### src/bssm_pkg.sv
// Overview of operation
// - JTAG and parallel slave ports are host-driven; all other primaries are read by us.
// - Mode 1000 selects octal flash, x8, secure, fallback, 8 Gb search limit.
// - Every SD/eMMC primary mode searches up to 8191 FAT files.
// - After any reset the boot mode is read before any image fetch.
// - After firmware load the management processor is released to run.
// - Secondary device used only if meta header names one; else primary.
// - On load error, except in the slave modes, increment image select by 1, then request system reset.
// - In JTAG mode errors never cause a system reset.
// - A run-time command writes a new image select value.
// - Flash search starts at select times 32k and steps by 32k.
// - Search address wraps to zero past device size until limit covered.
// - Dual-stacked flash: only lower device during boot, upper after.
// - Select zero names boot.bin; else boot plus four decimal digits.
// - Highest file number searched is 8190.
// - An image found on SD/eMMC writes its location into image select.
// - Image select holds raw-or-file flag plus file number or offset.
// - Firmware continues from the location held in image select.
// - USB secondary images land at fixed address 5000000 hex.
// - PCIe endpoint is accepted only as a secondary source.
// - Firmware keeps running until an error halts it, or until the next power-on or system reset.
// shared constants and types of the boot source sequencer
// assumes byte addressing on flash and file numbering on cards
package bssm_pkg;
  localparam int ADDR_W = 36;
  localparam int FILE_W = 13;
  localparam int SEL_W = 32;
  localparam int STEP_SH = 15;
  localparam logic [3:0] MODE_JTAG = 4'h0;
  localparam logic [3:0] MODE_QSPI24 = 4'h1;
  localparam logic [3:0] MODE_QSPI32 = 4'h2;
  localparam logic [3:0] MODE_SD0 = 4'h3;
  localparam logic [3:0] MODE_SD1 = 4'h5;
  localparam logic [3:0] MODE_EMMC1 = 4'h6;
  localparam logic [3:0] MODE_OSPI = 4'h8;
  localparam logic [3:0] MODE_SMAP = 4'ha;
  localparam logic [3:0] MODE_SD1V3 = 4'he;
  localparam logic [5:0] W_X1 = 6'h01;
  localparam logic [5:0] W_X124 = 6'h07;
  localparam logic [5:0] W_X148 = 6'h0d;
  localparam logic [5:0] W_X4 = 6'h04;
  localparam logic [5:0] W_X8 = 6'h08;
  localparam logic [5:0] W_X8_32 = 6'h38;
  localparam logic [ADDR_W-1:0] STEP_32K = 36'h0_0000_8000;
  localparam logic [ADDR_W-1:0] LIM_128MB = 36'h0_0100_0000;
  localparam logic [ADDR_W-1:0] LIM_256MB = 36'h0_0200_0000;
  localparam logic [ADDR_W-1:0] LIM_4GB = 36'h0_2000_0000;
  localparam logic [ADDR_W-1:0] LIM_8GB = 36'h0_4000_0000;
  localparam logic [FILE_W-1:0] FILE_MAX = 13'h1ffe;
  localparam logic [FILE_W-1:0] FILE_LIMIT = 13'h1fff;
  localparam logic [31:0] USB_DEST = 32'h0500_0000;
  typedef enum logic [3:0] {
    DEV_NONE, DEV_JTAG, DEV_QSPI24, DEV_QSPI32, DEV_SD0, DEV_SD1, DEV_EMMC1,
    DEV_OSPI, DEV_SMAP, DEV_PCIE, DEV_USB, DEV_ETH
  } bssm_dev_t;
  typedef enum logic [2:0] {
    ST_MODE, ST_SEARCH, ST_LOAD, ST_RUN, ST_FAIL, ST_HALT
  } bssm_state_t;
  typedef struct packed {
    bssm_dev_t dev;
    logic slave;
    logic file;
    logic secure;
    logic fallback;
    logic [5:0] width;
    logic [ADDR_W-1:0] lim;
  } bssm_cfg_t;
  typedef struct packed {
    logic raw;
    logic [SEL_W-1:0] val;
  } bssm_sel_t;
endpackage

### src/bssm_core.sv
// boot source decode, image search, load hand-off and fallback sequencing
// assumes the image source and loader answer with done pulses
`timescale 1ns/1ps
module bssm_core import bssm_pkg::*; #(
  parameter logic [ADDR_W-1:0] FLASH_BYTES = LIM_8GB
) (
  // clock and resets
  input wire logic clk_i,
  input wire logic system_reset_i,
  input wire logic por_i,
  // boot mode straps
  input wire logic [3:0] boot_mode_i,
  input wire logic dual_parallel_i,
  // image search port
  output logic src_req_o,
  output logic src_file_o,
  output logic [ADDR_W-1:0] src_addr_o,
  output logic name_plain_o,
  output logic [15:0] name_bcd_o,
  input wire logic src_done_i,
  input wire logic src_found_i,
  input wire logic src_raw_i,
  input wire logic [SEL_W-1:0] src_loc_i,
  // firmware load port
  output logic ld_req_o,
  input wire logic ld_done_i,
  input wire logic ld_err_i,
  // running firmware
  output logic mgmt_run_o,
  output logic flash_upper_o,
  input wire logic meta_valid_i,
  input wire bssm_dev_t meta_sec_i,
  input wire logic fw_err_i,
  input wire logic cmd_valid_i,
  input wire logic [SEL_W-1:0] cmd_val_i,
  // status
  output bssm_cfg_t cfg_o,
  output bssm_sel_t img_sel_o,
  output logic sec_act_o,
  output bssm_dev_t sec_dev_o,
  output logic [31:0] sec_dest_o,
  output logic sysrst_req_o,
  output logic boot_fail_o,
  output logic halted_o
);
  typedef struct packed {
    bssm_state_t st;
    bssm_cfg_t cfg;
    bssm_sel_t sel;
    logic by_file;
    logic [ADDR_W-1:0] addr;
    logic [ADDR_W-1:0] cov;
    logic [FILE_W-1:0] fnum;
    logic src_req;
    logic ld_req;
    logic run;
    logic sec_act;
    bssm_dev_t sec_dev;
    logic rst_req;
    logic fail;
    logic halt;
  } bssm_regs_t;

  localparam bssm_regs_t REG_RST = '0;

  bssm_regs_t s;
  bssm_regs_t next_s;

  function automatic bssm_cfg_t decode(input logic [3:0] m, input logic dp);
    bssm_cfg_t c;
    c = '0;
    c.secure = 1'b1;
    c.fallback = 1'b1;
    case (m)
      MODE_JTAG: begin
        c.dev = DEV_JTAG;
        c.slave = 1'b1;
        c.secure = 1'b0;
        c.fallback = 1'b0;
        c.width = W_X1;
      end
      MODE_SMAP: begin
        c.dev = DEV_SMAP;
        c.slave = 1'b1;
        c.fallback = 1'b0;
        c.width = W_X8_32;
      end
      MODE_QSPI24: begin
        c.dev = DEV_QSPI24;
        c.width = dp ? W_X8 : W_X124;
        c.lim = dp ? LIM_256MB : LIM_128MB;
      end
      MODE_QSPI32: begin
        c.dev = DEV_QSPI32;
        c.width = dp ? W_X8 : W_X124;
        c.lim = dp ? LIM_8GB : LIM_4GB;
      end
      MODE_OSPI: begin
        c.dev = DEV_OSPI;
        c.width = W_X8;
        c.lim = LIM_8GB;
      end
      // card modes search by file count
      MODE_SD0, MODE_SD1, MODE_SD1V3: begin
        c.dev = (m == MODE_SD0) ? DEV_SD0 : DEV_SD1;
        c.file = 1'b1;
        c.width = W_X4;
      end
      MODE_EMMC1: begin
        c.dev = DEV_EMMC1;
        c.file = 1'b1;
        c.width = W_X148;
      end
      // no primary code maps to the endpoint role
      default: begin
        c.dev = DEV_NONE;
      end
    endcase
    return c;
  endfunction

  // four decimal digits for the numbered file name
  function automatic logic [15:0] to_bcd(input logic [FILE_W-1:0] v);
    logic [15:0] b;
    b = '0;
    for (int i = FILE_W - 1; i >= 0; i--) begin
      for (int d = 0; d < 4; d++) begin
        if (b[d*4 +: 4] > 4'h4) begin
          b[d*4 +: 4] = b[d*4 +: 4] + 4'h3;
        end
      end
      b = {b[14:0], v[i]};
    end
    return b;
  endfunction

  logic err;
  logic [ADDR_W-1:0] start;
  logic [ADDR_W-1:0] step_addr;
  logic [ADDR_W-1:0] step_cov;

  always_comb begin
    next_s = s;
    next_s.rst_req = 1'b0;
    err = 1'b0;
    // search start is select times 32k
    start = ADDR_W'(s.sel.val) << STEP_SH;
    step_addr = s.addr + STEP_32K;
    step_cov = s.cov + STEP_32K;
    case (s.st)
      // mode read first after any reset
      ST_MODE: begin
        next_s.cfg = decode(boot_mode_i, dual_parallel_i);
        next_s.cov = '0;
        if (next_s.cfg.dev == DEV_NONE) begin
          next_s.fail = 1'b1;
          next_s.st = ST_FAIL;
        end else if (next_s.cfg.slave) begin
          // slave modes: host pushes image, no search
          next_s.ld_req = 1'b1;
          next_s.st = ST_LOAD;
        end else if (next_s.cfg.file && !s.sel.raw) begin
          next_s.by_file = 1'b1;
          next_s.fnum = s.sel.val[FILE_W-1:0];
          // numbers above the top file are out of range
          if (s.sel.val > SEL_W'(FILE_MAX)) begin
            next_s.fail = 1'b1;
            next_s.st = ST_FAIL;
          end else begin
            next_s.src_req = 1'b1;
            next_s.st = ST_SEARCH;
          end
        end else begin
          // raw card search resumes from held offset
          next_s.by_file = 1'b0;
          next_s.addr = next_s.cfg.file ? ADDR_W'(s.sel.val) : start;
          // start beyond a small device wraps to zero
          if (next_s.addr >= FLASH_BYTES) begin
            next_s.addr = '0;
          end
          next_s.src_req = 1'b1;
          next_s.st = ST_SEARCH;
        end
      end
      ST_SEARCH: begin
        if (src_done_i && src_found_i) begin
          // found card image records its location
          if (s.cfg.file) begin
            // raw flag with file number or offset
            next_s.sel.raw = src_raw_i;
            next_s.sel.val = src_loc_i;
          end
          next_s.src_req = 1'b0;
          next_s.ld_req = 1'b1;
          next_s.st = ST_LOAD;
        end else if (src_done_i && s.by_file) begin
          // stop after the last numbered file
          if (s.fnum >= FILE_MAX) begin
            next_s.src_req = 1'b0;
            next_s.fail = 1'b1;
            next_s.st = ST_FAIL;
          end else begin
            next_s.fnum = s.fnum + 1'b1;
          end
        end else if (src_done_i) begin
          next_s.cov = step_cov;
          // limit covered with no header found
          if (step_cov >= s.cfg.lim) begin
            next_s.src_req = 1'b0;
            next_s.fail = 1'b1;
            next_s.st = ST_FAIL;
          end else if (step_addr >= FLASH_BYTES) begin
            next_s.addr = '0;
          end else begin
            next_s.addr = step_addr;
          end
        end
      end
      ST_LOAD: begin
        if (ld_done_i) begin
          next_s.ld_req = 1'b0;
          if (ld_err_i) begin
            err = 1'b1;
          end else begin
            next_s.run = 1'b1;
            next_s.st = ST_RUN;
          end
        end
      end
      // stays here until an error or the next reset
      ST_RUN: begin
        if (cmd_valid_i) begin
          next_s.sel.val = cmd_val_i;
        end
        // secondary only when the header names one
        if (meta_valid_i && meta_sec_i != DEV_NONE) begin
          if (meta_sec_i == s.cfg.dev || meta_sec_i == DEV_JTAG) begin
            err = 1'b1;
          end else begin
            next_s.sec_act = 1'b1;
            next_s.sec_dev = meta_sec_i;
          end
        end
        if (fw_err_i) begin
          err = 1'b1;
        end
      end
      ST_FAIL: begin
        next_s.fail = 1'b1;
      end
      ST_HALT: begin
        next_s.halt = 1'b1;
      end
      default: begin
        next_s.st = ST_FAIL;
      end
    endcase
    if (err) begin
      next_s.halt = 1'b1;
      next_s.st = ST_HALT;
      // jtag keeps the system up for debug
      if (s.cfg.dev != DEV_JTAG && s.cfg.fallback) begin
        // next image then system reset; error beats command
        next_s.sel.val = s.sel.val + 1'b1;
        next_s.rst_req = 1'b1;
      end
    end
  end

  always_ff @(posedge clk_i) begin
    if (por_i) begin
      s <= REG_RST;
    end else if (system_reset_i) begin
      // image select survives the fallback reset
      s <= REG_RST;
      s.sel <= s.sel;
    end else begin
      s <= next_s;
    end
  end

  assign src_req_o = s.src_req;
  assign src_file_o = s.by_file;
  assign src_addr_o = s.by_file ? ADDR_W'(s.fnum) : s.addr;
  assign name_plain_o = (s.fnum == '0);
  assign name_bcd_o = to_bcd(s.fnum);
  assign ld_req_o = s.ld_req;
  assign mgmt_run_o = s.run;
  // upper stacked device only once firmware runs
  assign flash_upper_o = s.run;
  assign cfg_o = s.cfg;
  assign img_sel_o = s.sel;
  assign sec_act_o = s.sec_act;
  assign sec_dev_o = s.sec_dev;
  // fixed landing address for usb images
  assign sec_dest_o = (s.sec_act && s.sec_dev == DEV_USB) ? USB_DEST : '0;
  assign sysrst_req_o = s.rst_req;
  assign boot_fail_o = s.fail;
  assign halted_o = s.halt;
endmodule

### config.mk
export PLATFORM = sky130hd
export DESIGN_NAME = bssm_core
export DESIGN_NICKNAME = d
export VERILOG_FILES = /design/src/bssm_pkg.sv /design/src/bssm_core.sv
export SDC_FILE = /design/constraint.sdc
export NUM_CORES = 1
export LEC_CHECK = 0
export BUFFER_PORTS_ARGS = -buffer_cell sky130_fd_sc_hd__buf_2
export CORE_AREA = 2 2 154 156
export DETAILED_ROUTE_END_ITERATION = 8
export DIE_AREA = 0 0 156 158
export HOLD_SLACK_MARGIN = 0.08
export PLACE_DENSITY_LB_ADDON = 0.25
export SYNTH_ARGS = -nofsm -noshare
export SYNTH_HDL_FRONTEND = slang
export SYNTH_SLANG_ARGS = --single-unit
export TNS_END_PERCENT = 20
### constraint.sdc
create_clock -name clk_i -period 7.9 [get_ports clk_i]
set_input_delay 0 -clock clk_i [delete_from_list [all_inputs] [get_ports clk_i]]
set_output_delay 0 -clock clk_i [all_outputs]
set_load 0.02 [all_outputs]
==> results.md, run 1 <==
* WHS Path Cells at 5
* GPL Wtd Cong at 0.8994
* # setup viols final at 0
* Rows at 56
* Clock Power Share at 0.428
* Vias in the first global route at 12079
* Post-route ant nets at 0
* Total number of vias at 13480
* CP arrival at 7.51 ns
* DR pass1 iterations at 6
* DRC Markers at 0
* Worst setup SP type: flop
* Worst Skew at 0.009686 ns
* Worst hold-check path type: in -> reg
* Max stage delay on crit path at 0.60 ns
* Initial antenna violation count at 0
* Root Driver: clkbuf_16
* Status: finished, final reports clean
* Peak supply drop at 0.0001501 V
* Max-cap violations at 0
* Area Growth Syn to Fin at 12.72%
* First-pass GRT wire length at 59930 µm
* Top Layer Used: met4
* Number of distinct library cells after synthesis at 105
* Routed met2 length at 18160 µm
* Largest net degree at the start of global routing at 55
* Design Area, Final at 14090 µm²
* Initial DRC Count at 1354
* I/O Pins at 265
* CTS tree: built
* Metal3 WL at 2756 µm
* Vias/cell at 6.186
* Die ar. at 24650 µm²
* Non-Filler Instances at 2179
* Largest delay share family, worst path: simple AND/OR/NAND/NOR gates
* Slew @ Worst Pin at 1.103 ns
* Starting Density at 0.5421
* Slew HR at 0.2579
* Buf/Inv on CP at 6
* Nets at 1996
* Final count of hold timing violations at 0
* Clk buf depth at 2
* Layout cells sized above 1 at 0.1916
* DP Wirelength at 25970 µm
* Slew Viols, Final at 0
* R2r worst-path depth at 16
* Grt total ovfl at 0
* Post-synth EDFFs at 0
* Number of synthesized register bits at 134
* Synthesis warning total at 0
* Avg Cell Area, Syn at 7.064 µm²
* PwrDens at 148.1 nW/µm²
* Gate power share at 0.236
* WP data required at 7.90 ns
* CP endpoint kind: output pin
* Number of stages on the worst setup path at 33
* WL final at 37630 µm
* CP max stage cell: nor4b_1
* Clk sinks at 134
* Async set-reset flop share out of synthesis at 0
* # diodes at 0
* Number of cells after detailed placement at 2100
* Mapped cell area at 12500 µm²
* Power Internal at 1.414 mW
* Sw Share at 0.3221
* Drt wl/cell at 17.27 µm
* Fmax at 133.1 MHz
* Syn Inst Count at 1769
* Min Tclk post-route at 7.512 ns
* Fin crit share at 0.9509
* Die X at 156 µm
* Clock latency on the worst-skew pair at 0.43 ns
* All-Layer GR Usage at 0.2937
* Core Region at 23050 µm²
* TritonCTS Buffers at 17
* Net Sw Power at 671.8 µW
* Area post-placement at 12890 µm²
* Flop2flop setup slack at 3.53 ns
* Setup Crit Path Kind: reg -> out
* Most common flop cell mapped by yosys: dfxtp_1
* CP Max Fanout at 12
* Power Total at 2.086 mW
* LEAKAGE at 5.697 nW
* Flop pwr share at 0.336
* M1 wire length at 15560 µm
* DIE HEIGHT at 158 µm
* # port buffers at 202
* Number of H-tree levels at 4
* Clock transition at path regs at 0.06 ns
* Sequential cell area fraction in the yosys report at 0.2147
[kinds of logic after synthesis]
logic type	share of synthesized area
other cells	0.0003001
buf+inv	0.1269
simple gates	0.2693
compound gates	0.2874
flops	0.2147
mux	0.03875
fa+ha+maj	0.03684
xor+xnor	0.02583
[power by group through the flow]
stage | clock network [mW] | registers (mW) | logic, mW
after CTS | 0.896 | 0.701 | 0.478
final | 0.892 | 0.702 | 0.492
after detailed placement | 0 | 0.716 | 0.466
after floorplan | 0 | 0.710 | 0.373
after global placement | 0 | 0.716 | 0.458
after global routing | 0.923 | 0.703 | 0.540
[path summary, 6_finish.rpt]
kind | from | to
min reg2reg | s[71] | s[71]
min | cmd_val_i[31] | img_sel_o[31]
max reg2reg | s[39] | s[69]
max | s[21] | name_bcd_o[9]
[through the flow]
step,utilization,setup WS (ns),hold WS (ns),setup TNS [ns]
floorplan,-,1.061,0.1439,0
global placement,0.5593,0.3862,0.2355,0
detailed placement,0.5593,0.05543,0.2441,0
CTS,0.6025,0.004088,0.08161,0
global route,0.6111,-0.09695,0.1150,-0.2330
finish,0.6111,0.3880,0.08744,0
[sequential cells by signal (all words and copies together) (netlist names), 4 cells and up]
name	count
s	72
sec_dev_o	4
img_sel_o	33
cfg_o	16
[layout by cell type, fill, tap and decap left out, drive strengths merged, types with 25 or more instances in the layout]
master / n
dlygate4sd3: 34
dfxtp: 134
a22oi: 51
o21ai: 136
ha: 36
inv: 48
mux2i: 25
a21oi: 161
nand2: 160
buf: 238
nor2: 190
a31oi: 27
nor2b: 37
nand3: 67
and3: 48
conb: 62
nor3: 63
[layer usage]
| layer | track usage | vias up |
|---|---|---|
| li1 | - | 6470 |
| met1 | 0.3727 | 6326 |
| met2 | 0.4945 | 591 |
| met3 | 0.05448 | 93 |
| met4 | 0.1158 | 0 |
| met5 | 0 | - |
[worst reg2reg max path, stage by stage, from the launching register on]
cell	delay (ns)
dfxtp_1	0.42
ha_1	0.27
and3_1	0.25
and3_1	0.28
nand4_1	0.17
nor2_1	0.41
xor2_1	0.19
ha_1	0.25
o41a_1	0.10
o21ai_0	0.15
and3_1	0.23
a21oi_1	0.09
or3_1	0.68
a21oi_1	0.26
buf_4	0.26
nand3_1	0.11
a21oi_1	0.17
[cells in the mapped netlist (6+ instances only)]
cell / number / area, µm²
o21ai_1: 8 / 40.04
o21a_1: 7 / 52.55
clkbuf_1: 107 / 401.6
nand2_1: 159 / 596.8
a221oi_1: 17 / 148.9
a21o_1: 10 / 75.07
nor2_1: 189 / 709.4
dfxtp_1: 134 / 2683
nand3_1: 66 / 330.3
o211ai_1: 11 / 82.58
a22oi_1: 49 / 367.9
o31ai_1: 10 / 75.07
buf_2: 7 / 35.03
inv_1: 44 / 165.2
nor3b_1: 17 / 127.6
nor4_1: 22 / 137.6
xnor2_1: 22 / 192.7
or3_1: 10 / 62.56
o22ai_1: 12 / 75.07
xor2_1: 6 / 52.55
o21ai_0: 126 / 630.6
nand4_1: 17 / 106.4
ha_1: 36 / 450.4
nor2b_1: 37 / 231.5
a31oi_1: 27 / 168.9
and3_1: 48 / 300.3
mux2_2: 17 / 191.4
nor3_1: 61 / 305.3
a22o_1: 6 / 52.55
buf_1: 6 / 22.52
nand2b_1: 15 / 93.84
nand3b_1: 7 / 52.55
and2_1: 8 / 50.05
a21oi_1: 160 / 800.8
a211oi_1: 18 / 135.1
mux2i_1: 22 / 220.2
buf_4: 124 / 930.9
[what timing repair did]
item / CTS / global route
setup endpoints to repair: 13 / 15
pin swaps: 0 / 5
resized for setup: 3 / 23
buffers inserted: 0 / 13
hold buffers: 34 / 0
hold endpoints to repair: 29 / 0
[final cells by class]
type                            count  area, µm²
Multi-Input combinational cell   1402       8579
Timing Repair Buffer              272       1622
Clock inverter                     14      222.7
Inverter                           49      183.9
Tap cell                          290      362.8
Clock buffer                       18      429.2
Sequential cell                   134       2686
Fill cell                        2162       8966
(Power assumes the default switching activity.)
==> run 2, diff against run 1 <==
Clock period 7.9 ns to 8.95 ns, I/O delays scaled along.
==> results.md, run 2 (same netlist as run 1, synthesis figures left out) <==
* Status: finished, final reports clean (unchanged)
* Slew HR at 0.1777 (was 0.2579)
* Fmax at 122.1 MHz
* Final count of hold timing violations at 0 (unchanged)
* Total number of vias at 13376 (was 13480)
* Slew Viols, Final at 0 (unchanged)
* Min Tclk post-route at 8.189 ns
* DRC Markers at 0 (unchanged)
* Core Region at 23050 µm² (unchanged)
* DR pass1 iterations at 6 (unchanged)
* Initial antenna violation count at 0 (unchanged)
* Fin Hold WS at 0.08117 ns (was 0.08744 ns)
* DP Wirelength at 25930 µm (was 25970 µm)
* Layout cells sized above 1 at 0.1748 (was 0.1916)
* Die X at 156 µm (unchanged)
* Initial DRC Count at 1415 (was 1354)
* WL final at 36800 µm (was 37630 µm)
* Largest net degree at the start of global routing at 70 (was 55)
* Starting Density at 0.5421 (unchanged)
* CP arrival at 8.19 ns (was 7.51 ns)
* WP data required at 8.95 ns (was 7.90 ns)
* CTS tree: built (unchanged)
* Area Growth Syn to Fin at 9.902% (was 12.72%)
* Slew @ Worst Pin at 1.221 ns (was 1.103 ns)
* TritonCTS Buffers at 17 (unchanged)
* Vias in the first global route at 12018 (was 12079)
* Root Driver: clkbuf_16 (unchanged)
* Worst Skew at 0.009645 ns (was 0.009686 ns)
* Max stage delay on crit path at 0.50 ns (was 0.60 ns)
* Peak supply drop at 0.0001470 V (was 0.0001501 V)
* Die ar. at 24650 µm² (unchanged)
* Worst setup SP type: flop (unchanged)
* All-Layer GR Usage at 0.2924 (was 0.2937)
* Post-route setup TNS at 0 ns (unchanged)
* Vias/cell at 6.207 (was 6.186)
* Fin crit share at 0.9150
* # port buffers at 202 (unchanged)
* Power Total at 1.749 mW (was 2.086 mW)
* Rows at 56 (unchanged)
* CP max stage cell: dfxtp_2 (was nor4b_1)
* Drt wl/cell at 17.08 µm (was 17.27 µm)
* RSZ-0062 raised after global routing: false
* # diodes at 0 (unchanged)
* GPL Wtd Cong at 0.9251 (was 0.8994)
* Commonest non-fill, non-tap cell in the layout: buf_2 (unchanged)
* Commonest non-fill, non-tap cells in the layout: buf_2 (202), nor2_1 (185), a21oi_1 (160), nand2_1 (159), dfxtp_1 (133) (was buf_2 (202), nor2_1 (183), a21oi_1 (160), nand2_1 (158), dfxtp_1 (133))
* CP Max Fanout at 19 (was 12)
* Nets at 1972 (was 1996)
* PwrDens at 127.4 nW/µm² (was 148.1 nW/µm²)
* Clock latency on the worst-skew pair at 0.43 ns (about the same)
* Largest reg by FF count: s (unchanged)
* Setup Crit Path Kind: reg -> out (unchanged)
* Clock transition at path regs at 0.06 ns (about the same)
* First-pass GRT wire length at 59720 µm (was 59930 µm)
* Max-cap violations at 0 (unchanged)
* LEAKAGE at 5.564 nW (was 5.697 nW)
* Number of H-tree levels at 4 (unchanged)
* Clk buf depth at 2 (unchanged)
* Post-CTS setup buffer count at 0 (unchanged)
* Worst hold-check path type: in -> reg (unchanged)
* DIE HEIGHT at 158 µm (unchanged)
* # setup viols final at 0 (unchanged)
* Grt total ovfl at 0 (unchanged)
* Design Area, Final at 13730 µm² (was 14090 µm²)
* Clk sinks at 134 (unchanged)
* I/O Pins at 265 (unchanged)
* Area post-placement at 12840 µm² (was 12890 µm²)
* Max reg flops at 72 (unchanged)
* Post-route ant nets at 0 (unchanged)
* CP endpoint kind: output pin (unchanged)
-- run 2: cell types whose count changed in the layout (fill, tap and decap cells not counted), sizes merged --
| cell | delta |
|---|---|
| clkinvlp | +1 |
| bufinv | -3 |
| clkinv | +2 |
| dlygate4sd3 | -4 |
| buf | -20 |
-- run 2: worst max-delay path: cells and delay by family, from the launching register on --
family	cells	cell delay [ns]
simple gates	13	2.73
compound gates	7	1.92
fa+ha+maj	6	1.67
buf+inv	4	0.51
flops	1	0.50
xor+xnor	2	0.42
-- run 2: metal layers --
layer / vias to the layer above / part of all wire / track usage
li1: 6420 / - / -
met1: 6296 / 0.42 / 0.3700
met2: 575 / 0.48 / 0.5017
met3: 85 / 0.069 / 0.04407
met4: 0 / 0.030 / 0.1149
met5: - / 0 / 0
-- run 2: power breakdown --
| group | leakage [nW] | internal, mW | switching [mW] |
|---|---|---|---|
| combinational | 4.20 | 0.139 | 0.285 |
| sequential | 1.08 | 0.605 | 0.0144 |
| clock | 0.283 | 0.419 | 0.286 |
| total | 5.56 | 1.16 | 0.585 |
-- run 2: what timing repair did --
item / CTS / global route
hold buffers: 30 / 0
setup endpoints to repair: 0 / 7
gates resized for setup: 0 / 3
endpoints found under the hold margin: 29 / 0
-- run 2: path summary, 6_finish.rpt --
kind,cells past startpoint,end,from,slack (ns)
min reg2reg,2,s[71],s[71],0.45
max,32,name_bcd_o[9],s[21],0.76
min,5,img_sel_o[13],src_loc_i[13],0.08
max reg2reg,16,s[68],s[39],4.65
-- run 2: layout make-up --
type | instances | area (µm²)
fill | 2129 | 9318
multi-input combinational | 1402 | 8483
sequential | 134 | 2684
timing repair buffer | 248 | 1431
clock buffer | 18 | 439.2
tap | 290 | 362.8
inverter | 49 | 183.9
clock inverter | 14 | 150.1
-- run 2: through the flow --
stage | utilization | instances | setup slack [ns]
2_1_floorplan | - | 1830 | 2.111
3_3_place_gp | 0.5570 | 2093 | 1.284
3_5_place_dp | 0.5570 | 2093 | 0.9150
4_1_cts | 0.5956 | 2155 | 0.4397
5_1_grt | 0.5958 | 2155 | 0.02132
6_report | 0.5958 | 2155 | 0.7606
